**src/fhp_regs.svh**
```systemverilog
// register offsets, field positions, reset values and the system clock rate
// Operation
// RULE_01: host accesses are honoured only while the active-low select is low.
// RULE_02: address and direction lines are sampled only during selected phase two.
// RULE_03: selected read drives the addressed register onto the data lines.
// RULE_04: selected write captures the data lines into the addressed register.
// RULE_05: code 0 status/command, 1 track, 2 sector, 3 data.
// RULE_06: data lines are 8-bit, bidirectional, non-inverting, three-state.
// RULE_07: interrupt output pulls low when an operation completes or terminates.
// RULE_08: interrupt released by a new command write or a status read.
// RULE_09: reset clears internal state and presets the command register to 03.
// RULE_10: reset clears the not-ready status bit 7.
// RULE_11: on reset release a restore starts and sector register loads 01.
// RULE_12: data request rises when a byte waits (read) or buffer empty (write).
// RULE_13: data request clears on host data read (read) or data load (write).
// RULE_14: the system supplies a 2 MHz or 1 MHz square timing clock; the bench drives its 100 MHz clk_sys in its place.
// RULE_15: data lines stay undriven except during a selected read in phase two.
`ifndef FHP_REGS_SVH
`define FHP_REGS_SVH
`define FHP_ADDR_STATUS 2'h0
`define FHP_ADDR_TRACK 2'h1
`define FHP_ADDR_SECTOR 2'h2
`define FHP_ADDR_DATA 2'h3
`define FHP_CMD_RESET 8'h03
`define FHP_SECTOR_RESET 8'h01
`define FHP_STAT_NOT_READY 7
`define FHP_STAT_BUSY 0
`define FHP_STAT_DRQ 1
`define FHP_CLK_SYS_MHZ 100
`endif

```
**src/fhp_pkg.sv**
```systemverilog
// types shared by the host port
package fhp_pkg;
   typedef enum logic [1:0] {FHP_IDLE, FHP_ACCESS, FHP_DONE} fhp_state_t;
endpackage

```
**src/fhp_edge.sv**
```systemverilog
// rising and falling edge detector for the phase-two qualified strobe
module fhp_edge
   import fhp_pkg::*;
(
   // clocking
   input wire logic clk_sys,
   input wire logic rst_n,
   input wire logic clk_en,
   // level in, pulses out
   input wire logic level_in,
   output logic rise_o,
   output logic fall_o
);
   typedef struct packed {
      logic prev;
   } fhp_edge_st_t;
   fhp_edge_st_t st_r;
   fhp_edge_st_t st_nxt;

   always_comb
   begin
      st_nxt = st_r;
      st_nxt.prev = level_in;
   end

   always_ff @(posedge clk_sys or negedge rst_n)
   begin
      if (!rst_n)
         st_r <= '0;
      else if (clk_en)
         st_r <= st_nxt;
   end

   assign rise_o = clk_en & level_in & ~st_r.prev;
   assign fall_o = clk_en & ~level_in & st_r.prev;
endmodule

```
**src/fhp_port.sv**
```systemverilog
// processor bus port of the floppy controller with its host-visible registers
`include "fhp_regs.svh"
module fhp_port
   import fhp_pkg::*;
(
   // clocking
   input wire logic clk_sys,
   input wire logic rst_n,
   input wire logic clk_en,
   // processor bus
   input wire logic select_n,
   input wire logic phi2,
   input wire logic rd_wr,
   input wire logic [1:0] register_address_lines,
   input wire logic [7:0] host_data_lines_i,
   output logic [7:0] host_data_lines_o,
   output logic host_data_lines_oe,
   // open-drain requests, oe high pulls the line low
   output logic irq_oe,
   output logic byte_transfer_request_oe,
   // controller core side
   input wire logic op_done,
   input wire logic xfer_read,
   input wire logic xfer_write,
   input wire logic core_byte_valid,
   input wire logic [7:0] core_byte,
   input wire logic core_byte_taken,
   input wire logic [6:0] core_status,
   input wire logic core_track_load,
   input wire logic [7:0] core_track,
   output logic [7:0] command_o,
   output logic command_stb,
   output logic restore_stb,
   output logic [7:0] track_o,
   output logic [7:0] sector_o,
   output logic [7:0] data_o
);
   typedef struct packed {
      fhp_state_t state;
      logic [1:0] addr;
      logic dir_rd;
      logic [7:0] cmd;
      logic [7:0] track;
      logic [7:0] sector;
      logic [7:0] data;
      logic irq;
      logic byte_transfer_request;
      logic not_ready;
      logic cmd_stb;
      logic restore;
      logic boot;
      logic [7:0] dout;
      logic [7:0] wdat;
   } fhp_st_t;

   fhp_st_t st_r;
   fhp_st_t st_nxt;
   logic strobe;
   logic acc_rise;
   logic acc_fall;

   assign strobe = phi2 & ~select_n; // [RULE_01] [RULE_02]

   fhp_edge u_edge (
      .clk_sys(clk_sys),
      .rst_n(rst_n),
      .clk_en(clk_en),
      .level_in(strobe),
      .rise_o(acc_rise),
      .fall_o(acc_fall)
   );

   function automatic logic [7:0] read_mux(input fhp_st_t s,
                                           input logic [1:0] a,
                                           input logic [6:0] cs);
      case (a)
         `FHP_ADDR_STATUS: read_mux = {s.not_ready, cs[6:2], s.byte_transfer_request, cs[0]};
         `FHP_ADDR_TRACK: read_mux = s.track;
         `FHP_ADDR_SECTOR: read_mux = s.sector;
         default: read_mux = s.data;
      endcase
   endfunction

   always_comb
   begin
      st_nxt = st_r;
      st_nxt.cmd_stb = 1'b0;
      st_nxt.restore = 1'b0;
      // restore fires once, on the first enabled cycle after release
      if (st_r.boot)
      begin
         st_nxt.boot = 1'b0;
         st_nxt.restore = 1'b1; // [RULE_11]
      end
      if (core_track_load)
         st_nxt.track = core_track;
      // core events set; host clears below may be overridden by them
      if (core_byte_valid && xfer_read)
         st_nxt.data = core_byte;
      case (st_r.state)
         FHP_IDLE:
         begin
            if (acc_rise)
            begin
               // address and direction latched only at qualified phase two
               st_nxt.addr = register_address_lines; // [RULE_02]
               st_nxt.dir_rd = rd_wr;
               st_nxt.dout = read_mux(st_r, register_address_lines,
                                      core_status); // [RULE_03] [RULE_05]
               st_nxt.state = FHP_ACCESS;
            end
         end
         FHP_ACCESS:
         begin
            // write data is taken while the strobe is still high: the host
            // may drop its data together with phase two
            if (strobe)
               st_nxt.wdat = host_data_lines_i; // [RULE_04]
            if (acc_fall)
            begin
               st_nxt.state = FHP_DONE;
               if (!st_r.dir_rd)
               begin
                  case (st_r.addr) // [RULE_04] [RULE_05]
                     `FHP_ADDR_STATUS:
                     begin
                        st_nxt.cmd = st_r.wdat;
                        st_nxt.cmd_stb = 1'b1;
                        st_nxt.irq = 1'b0; // [RULE_08]
                     end
                     `FHP_ADDR_TRACK: st_nxt.track = st_r.wdat;
                     `FHP_ADDR_SECTOR: st_nxt.sector = st_r.wdat;
                     default:
                     begin
                        st_nxt.data = st_r.wdat;
                        if (xfer_write)
                           st_nxt.byte_transfer_request = 1'b0; // [RULE_13]
                     end
                  endcase
               end
               else if (st_r.addr == `FHP_ADDR_STATUS)
                  st_nxt.irq = 1'b0; // [RULE_08]
               else if (st_r.addr == `FHP_ADDR_DATA && xfer_read)
                  st_nxt.byte_transfer_request = 1'b0; // [RULE_13]
            end
         end
         FHP_DONE: st_nxt.state = FHP_IDLE;
         default: st_nxt.state = FHP_IDLE;
      endcase
      // set wins over a same-cycle clear
      if (op_done)
         st_nxt.irq = 1'b1; // [RULE_07]
      if ((xfer_read && core_byte_valid) || (xfer_write && core_byte_taken))
         st_nxt.byte_transfer_request = 1'b1; // [RULE_12]
   end

   always_ff @(posedge clk_sys or negedge rst_n)
   begin
      if (!rst_n)
      begin
         st_r <= '0; // [RULE_09] [RULE_10]
         st_r.cmd <= `FHP_CMD_RESET; // [RULE_09]
         st_r.sector <= `FHP_SECTOR_RESET; // [RULE_11]
         st_r.boot <= 1'b1;
         st_r.state <= FHP_IDLE;
      end
      else if (clk_en)
         st_r <= st_nxt;
   end

   // bus driven only inside a selected read high phase
   assign host_data_lines_oe = strobe & rd_wr & (st_r.state == FHP_ACCESS);
   // [RULE_06] [RULE_15]
   assign host_data_lines_o = st_r.dout; // [RULE_03]
   assign irq_oe = st_r.irq; // [RULE_07]
   // request is active high: release (oe low) lets pull-up raise it
   assign byte_transfer_request_oe = ~st_r.byte_transfer_request; // [RULE_12]
   assign command_o = st_r.cmd;
   assign command_stb = st_r.cmd_stb;
   assign restore_stb = st_r.restore;
   assign track_o = st_r.track;
   assign sector_o = st_r.sector;
   assign data_o = st_r.data;

   // checks
   a_irq_set_by_done: assert property ( // [RULE_07]
      @(posedge clk_sys) disable iff (!rst_n)
      clk_en && op_done |=> irq_oe)
      else $error("irq not raised after done");
   a_irq_clr_status: assert property ( // [RULE_08]
      @(posedge clk_sys) disable iff (!rst_n)
      clk_en && acc_fall && st_r.dir_rd && st_r.addr == 2'h0 && !op_done
      |=> !irq_oe)
      else $error("irq not released by status read");
   // write data is the last value seen with the strobe still high
   a_cmd_write_stb: assert property ( // [RULE_04]
      @(posedge clk_sys) disable iff (!rst_n)
      clk_en && $past(clk_en) && acc_fall && !st_r.dir_rd
      && st_r.addr == 2'h0
      |=> command_stb && command_o == $past(host_data_lines_i, 2))
      else $error("command write lost");
   a_bus_idle_unsel: assert property ( // [RULE_15]
      @(posedge clk_sys) disable iff (!rst_n)
      select_n |-> !host_data_lines_oe)
      else $error("bus driven while unselected");
   a_bus_write_hiz: assert property ( // [RULE_06]
      @(posedge clk_sys) disable iff (!rst_n)
      !rd_wr |-> !host_data_lines_oe)
      else $error("bus driven in write");
   a_drq_set_read: assert property ( // [RULE_12]
      @(posedge clk_sys) disable iff (!rst_n)
      clk_en && xfer_read && core_byte_valid
      |=> !byte_transfer_request_oe && data_o == $past(core_byte))
      else $error("read byte not requested");
   a_drq_clr_read: assert property ( // [RULE_13]
      @(posedge clk_sys) disable iff (!rst_n)
      clk_en && acc_fall && st_r.dir_rd && st_r.addr == 2'h3 && xfer_read
      && !core_byte_valid |=> byte_transfer_request_oe)
      else $error("request not cleared by data read");
   a_sector_write: assert property ( // [RULE_05]
      @(posedge clk_sys) disable iff (!rst_n)
      clk_en && $past(clk_en) && acc_fall && !st_r.dir_rd
      && st_r.addr == 2'h2 |=> sector_o == $past(host_data_lines_i, 2))
      else $error("sector write lost");
   a_no_access_unsel: assert property ( // [RULE_01]
      @(posedge clk_sys) disable iff (!rst_n)
      select_n && st_r.state == FHP_IDLE |=> st_r.state != FHP_ACCESS)
      else $error("access while unselected");
   a_restore_once: assert property ( // [RULE_11]
      @(posedge clk_sys) disable iff (!rst_n)
      restore_stb |=> !restore_stb)
      else $error("restore repeated");

   c_status_read: cover property (@(posedge clk_sys) disable iff (!rst_n)
      acc_fall && st_r.dir_rd && st_r.addr == 2'h0);
   c_cmd_write: cover property (@(posedge clk_sys) disable iff (!rst_n)
      command_stb);
   c_data_read: cover property (@(posedge clk_sys) disable iff (!rst_n)
      acc_fall && st_r.dir_rd && st_r.addr == 2'h3 && xfer_read);
endmodule

```
**config.mk**
```make
export PLATFORM = sky130hd
export DESIGN_NAME = fhp_port
export DESIGN_NICKNAME = d
export VERILOG_FILES = /design/src/fhp_pkg.sv /design/src/fhp_edge.sv /design/src/fhp_port.sv
export VERILOG_INCLUDE_DIRS = /design/src
export SDC_FILE = /design/constraint.sdc
export NUM_CORES = 1
export LEC_CHECK = 0
export BUFFER_PORTS_ARGS = -buffer_cell sky130_fd_sc_hd__buf_2
export CORE_ASPECT_RATIO = 0.9
export CORE_MARGIN = 2
export CORE_UTILIZATION = 52
export CTS_CLUSTER_DIAMETER = 40
export DETAILED_ROUTE_END_ITERATION = 6
export GPL_TIMING_DRIVEN = 0
export PLACE_DENSITY = 0.79
export SLEW_MARGIN = 15
export SYNTH_ARGS = -nofsm -noshare
export SYNTH_HDL_FRONTEND = slang
export SYNTH_SLANG_ARGS = --single-unit
export TNS_END_PERCENT = 20
```
**constraint.sdc**
```tcl
create_clock -name clk_sys -period 2.44 [get_ports clk_sys]
set_clock_uncertainty 0.15 [all_clocks]
set_input_delay 0.122 -clock clk_sys [delete_from_list [all_inputs] [get_ports clk_sys]]
set_output_delay 0.122 -clock clk_sys [all_outputs]
set_load 0.01 [all_outputs]
```
==> flow_summary.ini, run 1 <==
[power]
switching_share_pct = 28.5
cellLeakagePower_nw = 2.18
comb_power_share_pct = 31.3
p_per_area_nw_per_um2 = 869
p_sw_w = 0.00101
p_seq_share_pct = 43.2
clkPwrFrac_pct = 25.5
p_int_w = 0.00253
vdd_drop_max_mv = 0.612

[synthesis]
synthTopCellsByArea = dfrtp_1 (45%), mux2_2 (14%), buf_4 (10%)
synth_common_cells = dfrtp_1 (55), buf_4 (42), mux2_2 (37), mux2i_1 (16), nand2_1 (15)
ys_types = 35
synth_cells = 244
async_reset_ff_share_pct = 100
ys_seq_area_share_pct = 48.5
yosysWarnings = 0
avgSynthCellArea_um2 = 12.5
synth_top_area_share_pct = 45.1
synthMostInstantiatedCell = dfrtp_1
synth_top_cell_by_area = dfrtp_1
ys.flop_type = dfrtp_1
syn_nets = 289
synth-edff-count = 0
ys_seq_elements = 59
syn_area_um2 = 3050

[sta]
rsz0062_at_grt = no
tightest_slew_ns = 0.801
slew_headroom_pct = 46.6
fmax_ghz = 0.463
finalSetupViolCount = 0
hold_viol = 0
slew_viol_final = 0
finalSetupTns_ns = 0
fin_crit_ns = 2.16
fin_crit_sh_pct = 88.6
worst_slack_ns = 0.278

[route]
first_iter_violations = 119
viasPerCell = 5.10
dr_total_vias = 2271
drc = 0
wl_mm = 6.87
routedWlPerCell_um = 15.4
dr.pass1.iters = 4
drtAntennaViolNets = 0

[die]
rows = 26
ios = 90
initial_utilization_pct = 53.9
fp.dieH_um = 76.7
die-area_um2 = 6500
die_w_um = 84.8
core_um2 = 5660

[setup_path]
slowest_stage = nor3_2
cp-end-kind = flip-flop
arrival_ns = 2.21
path_max_fanout = 8
cp-start-kind = flip-flop
critPathRequiredTime_ns = 2.49
cp_top_family = simple AND/OR/NAND/NOR gates
path_class = reg -> reg
slowest_delay_ns = 0.66
cp.buffers_inverters = 0
crit_chain = and2_4, nand4_4, nor3_2, mux2_2

[clocking]
cts_resized = 0
clock-sinks = 59
numCtsBuffers = 9
clk_path_buf_depth = 2
h-tree-depth = 3
path_clk_slew_ns = 0.06
clock_latency_ns = 0.32
cts_root_buf = clkbuf_8
cts_tree = done

[final_layout]
drive_gt1_share_pct = 54.4
multi_input_area_um2 = 1200
diodes = 0
stdcell_area_um2 = 4070
fill_cells = 418
final_nets = 415
final-instance-count-excl-fill = 445
area_growth_pct = 33.3
seqCellArea_um2 = 1480

[placed_design]
placed_area_um2 = 3570
portBuffers = 86
post-place-ws_ns = 0.338
dp_hpwl_mm = 4.68
gp_congestion = 0.818
dp_cells = 400

[global_route]
grtUsageTotal_pct = 22.6
grt_max_degree = 60
grt_pass1_vias = 2273
grt_pass1_wl_mm = 11.4
grt_antenna_before_repair = 0
grt_overflow = 0

[min_path]
hold_path_class = in -> reg

[outcome]
status = completed

[job]
maxCapViolations = 0
[final cells by class]
type	instances	area share (%)
Inverter	4	0.369
Timing Repair Buffer	115	17.8
Clock buffer	15	4.34
Clock inverter	1	0.738
Buffer	49	8.61
Multi-Input combinational cell	132	29.6
Tap cell	70	2.15
Sequential cell	59	36.4
[metal layers]
metal | global-route usage, % | wire length (µm) | up-vias
met5 | 0 | 0 | -
met4 | 9.37 | 105 | 0
met3 | 3.55 | 395 | 9
met2 | 35.7 | 3270 | 93
met1 | 31.4 | 3100 | 1089
li1 | - | - | 1080
[placed cells by master (no fill, tap or decap), types with 2 or more instances in the layout]
| cell | Yosys | layout |
|---|---|---|
| o21ai_0 | 3 | 3 |
| nor2_1 | 11 | 11 |
| dfrtp_1 | 55 | 55 |
| and3_1 | 3 | 3 |
| inv_1 | 4 | 4 |
| a21oi_1 | 2 | 2 |
| mux2i_1 | 16 | 16 |
| dlygate4sd3_1 | 0 | 29 |
| nor3_1 | 2 | 2 |
| clkbuf_8 | 0 | 12 |
| nand2_1 | 15 | 15 |
| and3_4 | 2 | 2 |
| mux2_2 | 37 | 37 |
| clkbuf_1 | 5 | 8 |
| buf_2 | 1 | 86 |
| nor2b_1 | 2 | 2 |
| dfstp_2 | 4 | 4 |
| a21o_1 | 3 | 3 |
| buf_4 | 42 | 43 |
| nand2b_1 | 2 | 2 |
| a211o_1 | 8 | 8 |
| mux4_2 | 7 | 7 |
| and3_2 | 6 | 6 |
[logic make-up (layout without fill, tap and decap cells)]
group	count (synthesis)	count (layout)	share of synthesized area (%)
mux	60	60	24.1
flops	59	59	48.5
buf+inv	53	184	12.0
simple gates	52	52	10.5
compound gates	20	20	4.92
[final timing paths]
path / from / endpoint / slack [ns] / cells after the start
setup / recovery: st_r[57] / sector_o[3] / 0.28 / 4
hold / removal: phi2 / u_edge.st_r / 0.08 / 3
setup reg to reg: st_r[57] / sector_o[3] / 0.28 / 4
hold reg to reg: st_r[16] / st_r[16] / 0.34 / 1
max in group asynchronous: rst_n / track_o[7] / 1.41 / 2
min in group asynchronous: rst_n / st_r[20] / 0.24 / 2
[sequential cells by signal, summed over array words and instances, names as in the netlist]
signal             flops
st_r                  15
command_o              8
data_o                 8
host_data_lines_o      8
sector_o               8
track_o                8
command_stb            1
irq_oe                 1
restore_stb            1
u_edge.st_r            1
[timing repair]
| action | in CTS | in global routing |
|---|---|---|
| setup endpoints to repair | 0 | 0 |
| hold buffers | 29 | 0 |
| buffers inserted | 0 | 0 |
| endpoints found under the hold margin | 82 | 0 |
[per-stage QoR]
stage               util (%)  hold slack [ns]  power [W]
floorplan                  -           -0.324    0.00223
global placement        63.1            0.188    0.00258
detailed placement      63.1           0.0771    0.00261
CTS                     71.9           0.0644    0.00356
global route            71.9           0.0844    0.00375
finish                  71.9           0.0769    0.00354
[power groups by stage]
stage               combinational (W)  clock (W)  sequential, W
floorplan                    0.000778          0        0.00145
finish                        0.00111   0.000902        0.00153
global route                  0.00120   0.000973        0.00157
detailed placement            0.00107          0        0.00154
global placement              0.00105          0        0.00152
CTS                           0.00111   0.000922        0.00152
[worst min-delay path, cell delays in order]
cell,delay (ns)
buf_2,0.09
and3b_1,0.20
a21o_1,0.10
(Power assumes the default switching activity.)
==> run 2: changes to the inputs <==
HOLD_SLACK_MARGIN = 0.1   (was unset)
==> flow_summary.ini, run 2 (same netlist as run 1, synthesis figures left out) <==
[outcome]
status = completed

[sta]
whs_ns = 0.115
hold_viol = 0
tightest_slew_ns = 0.817
fmax_ghz = 0.467
slew_headroom_pct = 45.5
finalSetupViolCount = 0
slew_viol_final = 0
fin_crit_ns = 2.14
rsz0062_at_grt = no
fin_crit_sh_pct = 87.7
finalSetupTns_ns = 0

[min_path]
hold_end = host_data_lines_o[2]
whs_path_depth = 3
min_from = core_status[2]
hold_path_class = in -> reg

[final_layout]
largest_reg_flops = 15
final_common_cell = buf_2
top_register = st_r
final_nets = 420
diodes = 0
area_growth_pct = 35.0
drive_gt1_share_pct = 53.7
most-common-layout-cells = buf_2 (86), dfrtp_1 (55), buf_4 (43)

[clocking]
cts_tree = done
clock_latency_ns = 0.32
path_clk_slew_ns = 0.06
numCtsBuffers = 9
cts_root_buf = clkbuf_8
clk_path_buf_depth = 2
post_cts_buffers = 0
h-tree-depth = 3
clock-sinks = 59

[die]
ios = 90
rows = 26
initial_utilization_pct = 53.9
fp.dieH_um = 76.7
die_w_um = 84.8
die-area_um2 = 6500
core_um2 = 5660

[setup_path]
path_max_fanout = 8
r2r.worst_path.cells = 4
critPathRequiredTime_ns = 2.49
rr_endpoint = sector_o[3]
cp-start-kind = flip-flop
slowest_delay_ns = 0.65
arrival_ns = 2.19
path_class = reg -> reg
rrSetupSlack_ns = 0.30
slowest_stage = nor3_2
crit_chain = and2_4, nand4_4, nor3_2, mux2_2
cp-end-kind = flip-flop
timing.rr.start = st_r[57]

[route]
drc = 0
viasPerCell = 5.05
wl_mm = 6.95
first_iter_violations = 108
drtAntennaViolNets = 0
dr.pass1.iters = 4
routedWlPerCell_um = 15.5
dr_total_vias = 2272

[global_route]
grt_max_degree = 60
grt_pass1_wl_mm = 11.6
grt_pass1_vias = 2315
grt_antenna_before_repair = 0
grtUsageTotal_pct = 23.1
grt_overflow = 0

[power]
cellLeakagePower_nw = 2.20
vdd_drop_max_mv = 0.609
p_per_area_nw_per_um2 = 861

[placed_design]
dp_hpwl_mm = 4.68
portBuffers = 86
gp_congestion = 0.818

[job]
maxCapViolations = 0
run 2: layer usage:
metal,share of wire [%],vias to the layer above,global-route usage (%)
li1,-,1090,-
met1,45,1086,31.4
met2,48,83,36.7
met3,4.6,13,3.77
met4,2.1,0,10.2
met5,0,-,0
run 2: worst max-delay path: cells and delay by family (launching register included):
kind | cells | cell delay [ns]
AND/OR/NAND/NOR | 3 | 1.00
flip-flops | 1 | 0.46
multiplexers | 1 | 0.41
run 2: worst max path at each step:
| stage | start | endpoint | slack, ns |
|---|---|---|---|
| CTS | st_r[57] | sector_o[3] | 0.29 |
| floorplan | st_r[58] | data_o[5] | 0.55 |
| global placement | st_r[57] | sector_o[1] | 0.32 |
| detailed placement | st_r[57] | sector_o[1] | 0.34 |
| finish | st_r[57] | sector_o[3] | 0.30 |
| global route | st_r[57] | sector_o[7] | 0.16 |
run 2: area by class of cell:
type                            instances  area (µm²)
Inverter                                4        15.0
Clock inverter                          1        30.0
Tap cell                               70        87.6
Fill cell                             407        1540
Buffer                                 49         350
Sequential cell                        59        1480
Clock buffer                           15         176
Timing Repair Buffer                  120         773
Multi-Input combinational cell        132        1200
run 2: timing repair:
| action | in CTS | in global routing |
|---|---|---|
| hold buffers | 34 | 0 |
| resized for setup | 0 | 0 |
| endpoints found under the hold margin | 87 | 0 |
| endpoints found under the setup margin | 0 | 0 |
run 2: metrics by stage:
stage	utilization, %	instance area, µm²	cells	power [W]	setup slack (ns)
2_1_floorplan	-	3050	244	0.00223	0.549
3_3_place_gp	63.1	3570	400	0.00258	0.322
3_5_place_dp	63.1	3570	400	0.00261	0.338
4_1_cts	72.8	4120	450	0.00356	0.291
5_1_grt	72.8	4120	450	0.00376	0.163
6_report	72.8	4120	450	0.00355	0.301
run 2: where the power goes:
group | switching [W] | internal, W | total, W
Clock | 0.000342 | 0.000557 | 0.000899
Sequential | 0.000253 | 0.00127 | 0.00153
Combinational | 0.000416 | 0.000704 | 0.00112
Total | 0.00101 | 0.00253 | 0.00355
==> run 3: changes to the inputs <==
PLACE_DENSITY = 0.8   (was 0.79)
clock period = 2.4 ns   (was 2.44 ns; I/O delays follow)
==> flow_summary.ini, run 3 (same netlist as run 1, synthesis figures left out) <==
[outcome]
status = completed

[clocking]
numCtsBuffers = 9
clk_path_buf_depth = 2
cts_tree = done
h-tree-depth = 3
post_cts_buffers = 0
clock-sinks = 59
clock_latency_ns = 0.33
cts_root_buf = clkbuf_8
path_clk_slew_ns = 0.06

[route]
dr.pass1.iters = 6
routedWlPerCell_um = 16.7
wl_mm = 7.55
drc = 0
viasPerCell = 5.23
dr_total_vias = 2370
drtAntennaViolNets = 0
first_iter_violations = 120

[sta]
slew_viol_final = 0
rsz0062_at_grt = no
fmax_ghz = 0.441
hold_viol = 0
finalSetupViolCount = 0
finalSetupTns_ns = 0
fin_crit_ns = 2.27
fin_crit_sh_pct = 94.5
slew_headroom_pct = 42.9
tightest_slew_ns = 0.856

[die]
die_w_um = 84.8
core_um2 = 5660
fp.dieH_um = 76.7
rows = 26
ios = 90
initial_utilization_pct = 53.9
die-area_um2 = 6500

[global_route]
grt_pass1_wl_mm = 12.2
use_met1_pct = 31.0
grt_util_met3_pct = 7.64
grt_antenna_before_repair = 0
grt.busiest_layer = met2
grt_max_degree = 60
grt_pass1_vias = 2414
gr-usage-met2_pct = 41.4
grt_overflow = 0
grtUsageTotal_pct = 24.6

[job]
maxCapViolations = 0

[final_layout]
diodes = 0
area_growth_pct = 36.0
largest_reg_flops = 15
final_nets = 423
top_register = st_r
drive_gt1_share_pct = 53.5
most-common-layout-cells = buf_2 (86), dfrtp_1 (55), buf_4 (43)
final_common_cell = buf_2

[setup_path]
path_max_fanout = 10
cp-start-kind = input pin
path_class = in -> reg
cp-end-kind = flip-flop
arrival_ns = 2.33
critPathRequiredTime_ns = 2.46

[min_path]
hold_path_class = in -> reg

[placed_design]
portBuffers = 86
dp_hpwl_mm = 4.84
gp_congestion = 0.813

[power]
p_per_area_nw_per_um2 = 878
cellLeakagePower_nw = 2.22
p_total_w = 0.00364
vdd_drop_max_mv = 0.613
[run 3: critical path, cell delays in order]
cell	delay (ns)
dlygate4sd3_1	0.52
buf_2	0.11
buf_4	0.17
and2_4	0.18
nand4_4	0.15
nor3_2	0.66
mux2_2	0.42
[run 3: layer usage]
| metal | vias to the layer above | part of all wire (%) |
|---|---|---|
| met5 | - | 0 |
| met2 | 87 | 52 |
| li1 | 1096 | - |
| met4 | 0 | 1.5 |
| met3 | 14 | 5.7 |
| met1 | 1173 | 41 |
[run 3: cell type report]
class	instances	area, µm²
Buffer	49	350
Clock buffer	14	173
Clock inverter	2	35.0
Fill cell	401	1510
Inverter	4	15.0
Multi-Input combinational cell	132	1200
Sequential cell	59	1480
Tap cell	70	87.6
Timing Repair Buffer	123	803
[run 3: final timing paths]
| kind | startpoint | end | slack, ns | cells past startpoint |
|---|---|---|---|---|
| worst min-delay path | select_n | u_edge.st_r | 0.11 | 3 |
| min in group asynchronous | rst_n | host_data_lines_o[3] | 0.24 | 2 |
| worst max register to register | st_r[57] | sector_o[1] | 0.22 | 4 |
| worst min register to register | host_data_lines_o[7] | host_data_lines_o[7] | 0.33 | 2 |
| max in group asynchronous | rst_n | track_o[1] | 1.37 | 2 |
| worst max-delay path | clk_en | sector_o[1] | 0.13 | 7 |
[run 3: stage by stage]
| stage | hold slack (ns) | utilization [%] | area [µm²] | setup slack, ns | cells |
|---|---|---|---|---|---|
| final | 0.113 | 73.3 | 4150 | 0.132 | 453 |
| after global routing | 0.146 | 73.3 | 4150 | 0.0697 | 453 |
| after CTS | 0.103 | 73.3 | 4150 | 0.146 | 453 |
| after detailed placement | 0.0847 | 63.1 | 3570 | 0.288 | 400 |
| after global placement | 0.174 | 63.1 | 3570 | 0.294 | 400 |
| after floorplan | -0.326 | - | 3050 | 0.509 | 244 |
[run 3: what timing repair did]
item,in CTS,in global routing
hold endpoints to repair,89,0
hold buffers,37,0
resized for setup,0,0
[run 3: power by group]
group | total [W] | switching [W] | internal, W
sequential | 0.00156 | 0.000262 | 0.00129
clock | 0.000934 | 0.000370 | 0.000564
combinational | 0.00115 | 0.000432 | 0.000720
